<file path="src/design/rmcm_pkg.sv">
/*
 * constants, symbol and pattern types for the receive rate-match
 * sequence matcher and elastic buffer.
 * assumes one core clock; the link symbol clock is sampled, not used.
 */
package rmcm_pkg;

	localparam int          SYM_W       = 8;
	localparam int          SEQ_MAX     = 4;
	localparam int          BUF_AW      = 5;
	localparam logic [5:0]  BUF_DEPTH   = 6'h20;
	localparam logic [5:0]  BUF_NOMINAL = 6'h10;
	localparam logic [2:0]  HIST_FULL   = 3'h4;
	// largest net bonding slip, in characters, either way
	localparam logic signed [3:0] SKEW_MAX = 4'sh7;
	localparam logic signed [3:0] SKEW_MIN = -4'sh7;
	// reference single-symbol patterns, both control characters
	localparam logic [7:0]  REF_BOND_SYM = 8'h7c; // [RULE_05]
	localparam logic [7:0]  REF_RMC_SYM  = 8'h1c; // [RULE_06]
	localparam logic [1:0]  REF_SEQ_LEN  = 2'h0;

	// decoded receive symbol
	typedef struct packed {
		logic [SYM_W-1:0] data;
		logic             is_k;
		logic             disp_inv;
	} rmcm_sym_t;

	// one position of a sequence definition
	typedef struct packed {
		logic [SYM_W-1:0] data;
		logic             is_k;
		logic             inv_ok;
		logic             wild;
	} rmcm_pat_t;

	typedef rmcm_pat_t [SEQ_MAX-1:0] rmcm_seq_t;

	localparam int SYM_BITS = $bits(rmcm_sym_t);

endpackage : rmcm_pkg

</file>
<file path="src/design/rmcm_mem.sv">
/*
 * simple dual-port buffer memory with registered read data.
 * assumes one clock for both ports; write and read may hit one address.
 */
`timescale 1ns/1ps
module rmcm_mem #(
	parameter int W  = 10,
	parameter int AW = 5
) (
	input  wire logic          clock,
	input  wire logic          wr_en,
	input  wire logic [AW-1:0] wr_addr,
	input  wire logic [W-1:0]  wr_data,
	input  wire logic          rd_en,
	input  wire logic [AW-1:0] rd_addr,
	output logic      [W-1:0]  rd_data
);
	logic [W-1:0] mem [0:(1<<AW)-1];

	always_ff @(posedge clock)
	begin
		if (wr_en)
			mem[wr_addr] <= wr_data;
	end

	always_ff @(posedge clock)
	begin
		if (rd_en)
			rd_data <= mem[rd_addr];
	end
endmodule : rmcm_mem

</file>
<file path="src/design/rmcm_top.sv">
/*
 * receive rate-match sequence matcher with elastic buffer and
 * bonding-sequence slip. symbols arrive with a slow link clock that is
 * sampled by the core clock; the user drains the buffer with valid/ready.
 * assumes link clock slower than a fifth of the core clock.
 */
// Behaviour
// [RULE_01] rate-match sequence seen: add or drop characters
// [RULE_02] sequence length configurable, one symbol allowed
// [RULE_03] optional second sequence also triggers correction
// [RULE_04] each position compares an 8-bit decoded value
// [RULE_05] reference bonding symbol 0x7c as control
// [RULE_06] reference rate-match symbol 0x1c as control
// [RULE_07] length one disables the other positions
// [RULE_08] control flag requires decoded control character
// [RULE_09] inverted-disparity option accepts inverted symbols
// [RULE_10] wildcard position accepts any symbol
// [RULE_11] positions past length act as wildcards
// [RULE_12] far end sends sequences at regular intervals
// [RULE_13] optional second bonding sequence also triggers
// [RULE_14] bonding sequence: add or drop for alignment
// [RULE_15] bonding skew kept within seven characters
// [RULE_16] drop above nominal, repeat below, else unchanged
// [RULE_17] only whole sequences are added or dropped
`timescale 1ns/1ps
module rmcm_top
	import rmcm_pkg::*;
(
	input  wire logic                clock,
	input  wire logic                reset_n,
	input  wire logic                link_clk,
	input  wire rmcm_pkg::rmcm_sym_t link_sym,
	input  wire logic                rmc_en,
	input  wire logic                rmc_two_en,
	input  wire logic [1:0]          rmc_len,
	input  wire rmcm_pkg::rmcm_seq_t rmc_seq_a,
	input  wire rmcm_pkg::rmcm_seq_t rmc_seq_b,
	input  wire logic                bond_en,
	input  wire logic                bond_two_en,
	input  wire logic [1:0]          bond_len,
	input  wire rmcm_pkg::rmcm_seq_t bond_seq_a,
	input  wire rmcm_pkg::rmcm_seq_t bond_seq_b,
	input  wire logic                bond_slip_req,
	input  wire logic                bond_slip_remove,
	input  wire logic                rd_ready,
	output logic                     rd_valid,
	output rmcm_pkg::rmcm_sym_t      rd_sym,
	output logic [5:0]               occupancy,
	output logic                     rmc_removed,
	output logic                     rmc_inserted,
	output logic                     bond_match,
	output logic signed [3:0]        bond_skew,
	output logic                     overflow
);
	import rmcm_pkg::*;

	// position i of a sequence meets history entry len-i (0 newest)
	function automatic logic seq_hit(input rmcm_seq_t p,
		input logic [1:0] len, input rmcm_sym_t [3:0] h);
		logic      ok;
		logic [1:0] idx;
		ok = 1'b1;
		for (int i = 0; i < SEQ_MAX; i++)
		begin
			idx = 2'(int'(len) - i);
			if (i <= int'(len) && !p[i].wild) // [RULE_07] [RULE_10] [RULE_11]
			begin
				if (p[i].data != h[idx].data) // [RULE_04]
					ok = 1'b0;
				if (p[i].is_k != h[idx].is_k) // [RULE_08]
					ok = 1'b0;
				if (h[idx].disp_inv && !p[i].inv_ok) // [RULE_09]
					ok = 1'b0;
			end
		end
		return ok;
	endfunction : seq_hit

	// link sampling
	logic      lclk_s1_r, lclk_s2_r, lclk_s3_r;
	rmcm_sym_t sym_s1_r, sym_s2_r;

	always_ff @(posedge clock)
	begin
		if (!reset_n)
		begin
			lclk_s1_r <= 1'b0;
			lclk_s2_r <= 1'b0;
			lclk_s3_r <= 1'b0;
			sym_s1_r  <= '0;
			sym_s2_r  <= '0;
		end
		else
		begin
			lclk_s1_r <= link_clk;
			lclk_s2_r <= lclk_s1_r;
			lclk_s3_r <= lclk_s2_r;
			sym_s1_r  <= link_sym;
			sym_s2_r  <= sym_s1_r;
		end
	end

	wire ev = lclk_s2_r & ~lclk_s3_r;

	// state
	rmcm_sym_t [3:0]   hist_r;
	logic [2:0]        hist_cnt_r, rep_cnt_r;
	logic [5:0]        wptr_r, rptr_r;
	logic              out_valid_r;
	logic signed [3:0] skew_r;
	logic [5:0]        occ_r;

	wire rmcm_sym_t [3:0] hist_nxt = {hist_r[2:0], sym_s2_r};
	wire [5:0] occ   = 6'(wptr_r - rptr_r);
	wire       full  = (occ == BUF_DEPTH);
	wire       empty = (occ == 6'h00);

	// matching
	wire hit_a  = seq_hit(rmc_seq_a, rmc_len, hist_nxt);
	wire hit_b  = seq_hit(rmc_seq_b, rmc_len, hist_nxt);
	wire hit_c  = seq_hit(bond_seq_a, bond_len, hist_nxt);
	wire hit_d  = seq_hit(bond_seq_b, bond_len, hist_nxt);
	wire rmc_ok  = (hist_cnt_r >= {1'b0, rmc_len}); // [RULE_02]
	wire bond_ok = (hist_cnt_r >= {1'b0, bond_len});
	wire rmc_hit = ev && rmc_en && rmc_ok
		&& (hit_a || (rmc_two_en && hit_b)); // [RULE_01] [RULE_03]
	wire bond_hit = ev && bond_en && bond_ok
		&& (hit_c || (bond_two_en && hit_d)); // [RULE_13]

	// correction decisions
	wire rmc_rm  = rmc_hit && (occ > BUF_NOMINAL); // [RULE_16]
	wire rmc_ins = rmc_hit && (occ < BUF_NOMINAL); // [RULE_16]
	wire bond_adj = bond_hit && !rmc_hit && bond_slip_req; // [RULE_14]
	wire bond_rm  = bond_adj && bond_slip_remove
		&& (skew_r != SKEW_MIN) && (occ > {4'h0, bond_len}); // [RULE_15]
	wire bond_ins = bond_adj && !bond_slip_remove
		&& (skew_r != SKEW_MAX); // [RULE_15]
	wire rm  = rmc_rm || bond_rm;
	wire ins = rmc_ins || bond_ins;
	wire [1:0] seq_len = rmc_hit ? rmc_len : bond_len;

	// write side: drop rewinds the earlier symbols of the occurrence,
	// insert replays the whole occurrence from history
	wire       replay  = (rep_cnt_r != 3'h0) && !ev;
	wire [2:0] rep_dec = rep_cnt_r - 3'h1;
	wire [1:0] rep_idx = rep_dec[1:0];
	wire       wr_want = (ev && !rm) || replay;
	wire       wr_en   = wr_want && !full;
	wire rmcm_sym_t wr_data = ev ? sym_s2_r : hist_r[rep_idx];
	wire [5:0] wptr_nxt = rm ? 6'(wptr_r - {4'h0, seq_len}) // [RULE_17]
		: 6'(wptr_r + {5'h00, wr_en});
	wire [2:0] rep_nxt = ins ? 3'({1'b0, seq_len} + 3'h1) // [RULE_17]
		: (replay ? rep_dec : rep_cnt_r);
	wire [2:0] hcnt_inc = (hist_cnt_r == HIST_FULL) ? hist_cnt_r
		: 3'(hist_cnt_r + 3'h1);
	// history restarts after a correction so one occurrence acts once
	wire [2:0] hist_cnt_nxt = !ev ? hist_cnt_r
		: ((rm || ins) ? 3'h0 : hcnt_inc);
	wire signed [3:0] skew_nxt = bond_rm ? 4'(skew_r - 4'sh1)
		: (bond_ins ? 4'(skew_r + 4'sh1) : skew_r);

	// read side
	wire rd_issue = (!out_valid_r || rd_ready) && !empty;
	wire out_valid_nxt = rd_issue ? 1'b1 : (rd_ready ? 1'b0 : out_valid_r);
	wire [5:0] rptr_nxt = 6'(rptr_r + {5'h00, rd_issue});

	always_ff @(posedge clock)
	begin
		if (!reset_n)
		begin
			hist_r       <= '0;
			hist_cnt_r   <= 3'h0;
			rep_cnt_r    <= 3'h0;
			wptr_r       <= 6'h00;
			rptr_r       <= 6'h00;
			out_valid_r  <= 1'b0;
			skew_r       <= 4'sh0;
			occ_r        <= 6'h00;
			rmc_removed  <= 1'b0;
			rmc_inserted <= 1'b0;
			bond_match   <= 1'b0;
			overflow     <= 1'b0;
		end
		else
		begin
			if (ev)
				hist_r <= hist_nxt;
			hist_cnt_r   <= hist_cnt_nxt;
			rep_cnt_r    <= rep_nxt;
			wptr_r       <= wptr_nxt;
			rptr_r       <= rptr_nxt;
			out_valid_r  <= out_valid_nxt;
			skew_r       <= skew_nxt;
			occ_r        <= 6'(wptr_nxt - rptr_nxt);
			rmc_removed  <= rmc_rm;
			rmc_inserted <= rmc_ins;
			bond_match   <= bond_hit;
			overflow     <= wr_want && full;
		end
	end

	logic [SYM_BITS-1:0] mem_q;

	rmcm_mem #(
		.W  (SYM_BITS),
		.AW (BUF_AW)
	) u_mem (
		.clock   (clock),
		.wr_en   (wr_en),
		.wr_addr (wptr_r[BUF_AW-1:0]),
		.wr_data (wr_data),
		.rd_en   (rd_issue),
		.rd_addr (rptr_r[BUF_AW-1:0]),
		.rd_data (mem_q)
	);

	assign rd_sym    = rmcm_sym_t'(mem_q);
	assign rd_valid  = out_valid_r;
	assign occupancy = occ_r;
	assign bond_skew = skew_r;
endmodule : rmcm_top

</file>
<file path="config.mk">
export PLATFORM = sky130hd
export DESIGN_NAME = rmcm_top
export DESIGN_NICKNAME = d
export VERILOG_FILES = /design/src/design/rmcm_pkg.sv /design/src/design/rmcm_mem.sv /design/src/design/rmcm_top.sv
export SDC_FILE = /design/constraint.sdc
export NUM_CORES = 1
export LEC_CHECK = 0
export BUFFER_PORTS_ARGS = -buffer_cell sky130_fd_sc_hd__buf_4
export CAP_MARGIN = 20
export CORE_ASPECT_RATIO = 1.2
export CORE_MARGIN = 5
export CORE_UTILIZATION = 54
export CTS_BUF_LIST = sky130_fd_sc_hd__clkbuf_8 sky130_fd_sc_hd__clkbuf_16
export DETAILED_ROUTE_END_ITERATION = 10
export PLACE_DENSITY_LB_ADDON = 0.25
export SLEW_MARGIN = 20
export SYNTH_ARGS = -nofsm -noshare
export SYNTH_HDL_FRONTEND = slang
export SYNTH_SLANG_ARGS = --single-unit
</file>
<file path="constraint.sdc">
create_clock -name clock -period 7.52 [get_ports clock]
set_input_delay 1.504 -clock clock [delete_from_list [all_inputs] [get_ports clock]]
set_output_delay 1.504 -clock clock [all_outputs]
set_load 0.02 [all_outputs]
</file>
==> results.sh <==
export IMPL_outcome="finished clean"
export IMPL_final_max_slew_viol_count=0
export IMPL_antenna_found_initial=1
export IMPL_cts_made_buffers=40
export IMPL_worst_slack_ns=0.643
export IMPL_vias_per_cell=6.12
export IMPL_synth_area_mm2=0.0215
export IMPL_syn_area_per_cell_um2=14.3
export IMPL_h_tree_depth=2
export IMPL_numPortBuffers=224
export IMPL_fmax_mhz=145
export IMPL_utilization_pct=63.6
export IMPL_syn_inst=1509
export IMPL_fin_setup_tns_ns=0
export IMPL_min_period_ns=6.88
export IMPL_die_x_um=192
export IMPL_antenna_cells=0
export IMPL_post_cts_resized=0
export IMPL_power_mw=7.35
export IMPL_crit_fanout=20
export IMPL_ys_types=73
export IMPL_rsz0062_at_grt="false"
export IMPL_gp_congestion=0.947
export IMPL_vias=14000
export IMPL_ios=225
export IMPL_clock_sinks=426
export IMPL_overflow=0
export IMPL_dr_wl_met2_um=28500
export IMPL_tritoncts="done"
export IMPL_crit_path_start_kind="input port"
export IMPL_dp_hpwl_um=39500
export IMPL_place_ws_ns=0.152
export IMPL_clock_root_buffer="clkbuf_16"
export IMPL_hp_class="flip-flop to flip-flop"
export IMPL_arrival_ns=7.33
export IMPL_ys_warn_count=0
export IMPL_area_delta_synth_final_pct=17.0
export IMPL_grt_pass1_vias=14400
export IMPL_cap_violations=0
export IMPL_synth_edf_count=330
export IMPL_synth_simple_area_share_pct=7.76
export IMPL_wirelength_um=56700
export IMPL_cts_setup_buffers=0
export IMPL_setup_worst_path_class="input port to flip-flop"
export IMPL_grt_max_degree=61
export IMPL_synth_main_ff_cell="edfxtp_1"
export IMPL_async_flop_share_pct=0
export IMPL_firstDrtPassIters=6
export IMPL_highest_signal_layer="met4"
export IMPL_required_ns=7.98
export IMPL_final_layout_size_suffix_gt1_share_pct=31.0
export IMPL_grt_total_usage_pct=25.6
export IMPL_path_clk_slew_ns=0.06
export IMPL_slew_headroom_pct=35.4
export IMPL_syn_num_nets=1749
export IMPL_finClkSkew_ns=0.0121
export IMPL_clk_latency_ns=0.53
export IMPL_yosysSeqAreaShare_pct=54.9
export IMPL_cts_path_max_buffers=3
export IMPL_synth_top_family_by_area="multiplexers"
export IMPL_fin_crit_sh_pct=91.5
export IMPL_synth_compound_area_share_pct=4.40
export IMPL_worst_pin_slew_ns=0.969
export IMPL_synth_fa_ha_area_share_pct=2.46
export IMPL_synth_xor_area_share_pct=6.51
export IMPL_drcViolationCount=0
export IMPL_finalSetupViolations=0
export IMPL_p_leak_nw=9.01
export IMPL_wl_met1_um=20900
export IMPL_peakVddDrop_uv=205
export IMPL_wl_met3_um=4170
export IMPL_drtAntennaViolNets=0
export IMPL_fp_dieH_um=229
export IMPL_drt_initial_drc_count=1141
export IMPL_rows=80
export IMPL_worst_setup_path_end_kind="flip-flop"
export IMPL_hold_viol_final=0
export IMPL_core_mm2=0.0396
export IMPL_cts_hold_fix_buffers=0
export IMPL_die_area_mm2=0.0440
export IMPL_powerDensity_mw_per_mm2=292
export IMPL_grt_pass1_wl_um=85700
export IMPL_start_util_pct=54.3
export IMPL_nets=1965
export IMPL_synthMuxAreaShare_pct=20.9
export IMPL_post_drt_wl_per_cell_um=24.8
export IMPL_ys_ff_latch=426
[path summary, 6_finish.rpt]
check | startpoint | to | slack (ns) | cells past startpoint
max | rmc_len[1] | occupancy[5]$_SDFF_PN0_ | 0.64 | 27
min | sym_s1_r[7]$_SDFF_PN0_ | hist_nxt[7]$_SDFF_PN0_ | 0.43 | 1
max reg2reg | rptr_r[1]$_SDFF_PN0_ | occupancy[5]$_SDFF_PN0_ | 1.48 | 24
min reg2reg | sym_s1_r[7]$_SDFF_PN0_ | hist_nxt[7]$_SDFF_PN0_ | 0.43 | 1
[logic make-up (layout without fill, tap and decap cells)]
| group | after synthesis | after routing |
|---|---|---|
| buffers and inverters | 155 | 400 |
| adders and majority gates | 40 | 40 |
| xor gates and xnor gates | 160 | 160 |
| DFF | 426 | 426 |
| AOI/OAI and AO/OA | 149 | 149 |
| and+or+nand+nor | 348 | 348 |
| muxes | 231 | 231 |
[cells in the final DEF, fill, tap and decap left out, drive strengths merged, types with 39 or more instances in the layout]
cell type / synthesis / layout
inv: 44 / 54
a21oi: 59 / 59
nor2: 39 / 39
edfxtp: 330 / 330
mux4: 175 / 175
dfxtp: 96 / 96
clkbuf: 66 / 43
xnor2: 95 / 95
nand2: 156 / 156
xor2: 65 / 65
buf: 44 / 284
mux2i: 49 / 49
nor3: 43 / 43
[cell usage after synthesis, types with 7 or more instances]
cell type    n  area share (%)
nor4_1      11            0.32
nand2_1    156             2.7
buf_1       22            0.38
xor2_1      65             2.6
dfxtp_1     96             8.9
edfxtp_1   330              46
inv_1       44            0.77
xnor2_1     95             3.9
and2_1      29            0.84
a21o_1       7            0.24
mux2_2       7            0.37
nand3_1     10            0.23
a21oi_1     58             1.3
nand4_1     19            0.55
nor3_1      43             1.0
o21ai_0     21            0.49
mux4_2     175              18
nand2b_1     7            0.20
nor2b_1      7            0.20
buf_2       16            0.37
clkbuf_1    64             1.1
ha_1        36             2.1
nor2_1      38            0.66
mux2i_1     49             2.3
[stage by stage]
stage / instances / instance area [um2] / hold WS [ns]
after detailed placement: 2216 / 23900 / 0.420
after CTS: 2287 / 25200 / 0.431
after floorplan: 1509 / 21500 / 0.412
after global placement: 2216 / 23900 / 0.417
after global routing: 2287 / 25200 / 0.457
final: 2287 / 25200 / 0.432
[layout make-up]
class,instances,area (um2)
Timing Repair Buffer,284,2160
Clock buffer,43,1060
Multi-Input combinational cell,928,9090
Sequential cell,426,11800
Tap cell,533,667
Inverter,45,169
Fill cell,2938,14400
Clock inverter,28,205
[worst max-delay path: stages]
cell      delay [ns]
buf_4           0.09
inv_1           0.09
ha_1            0.81
mux4_2          0.45
xnor2_1         0.19
nand4_1         0.12
o311ai_0        0.26
o21ai_0         0.21
o31ai_1         0.36
buf_4           0.20
and2_1          0.15
or3_1           0.13
o21ai_0         0.11
a211o_1         0.28
ha_1            0.23
fa_1            0.53
inv_1           0.05
ha_1            0.27
nor2b_1         0.12
o21ai_0         0.14
nand2b_1        0.10
a21o_1          0.18
a21oi_1         0.18
xnor2_1         0.15
xnor2_1         0.17
nand3_1         0.10
a21oi_1         0.15
[power breakdown]
part / internal, mW / switching [mW] / total [mW]
Clock: 1.12 / 0.824 / 1.95
Sequential: 2.72 / 0.193 / 2.91
Combinational: 1.23 / 1.27 / 2.49
Total: 5.06 / 2.28 / 7.35
[layer usage]
| metal | vias up | global-route usage [%] |
|---|---|---|
| li1 | 6192 | - |
| met1 | 6961 | 31.9 |
| met2 | 673 | 43.4 |
| met3 | 166 | 4.17 |
| met4 | 0 | 12.3 |
| met5 | - | 0 |
[registers in the layout (all words and copies together), names as in the netlist, 4 cells and up]
signal	count
bond_skew	4
wptr_r	6
hist_r	10
u_mem.rd_data	10
u_mem.mem	320
sym_s1_r	10
hist_nxt	40
rptr_r	6
occupancy	6
Note: power is estimated with default switching activity, not from simulation.
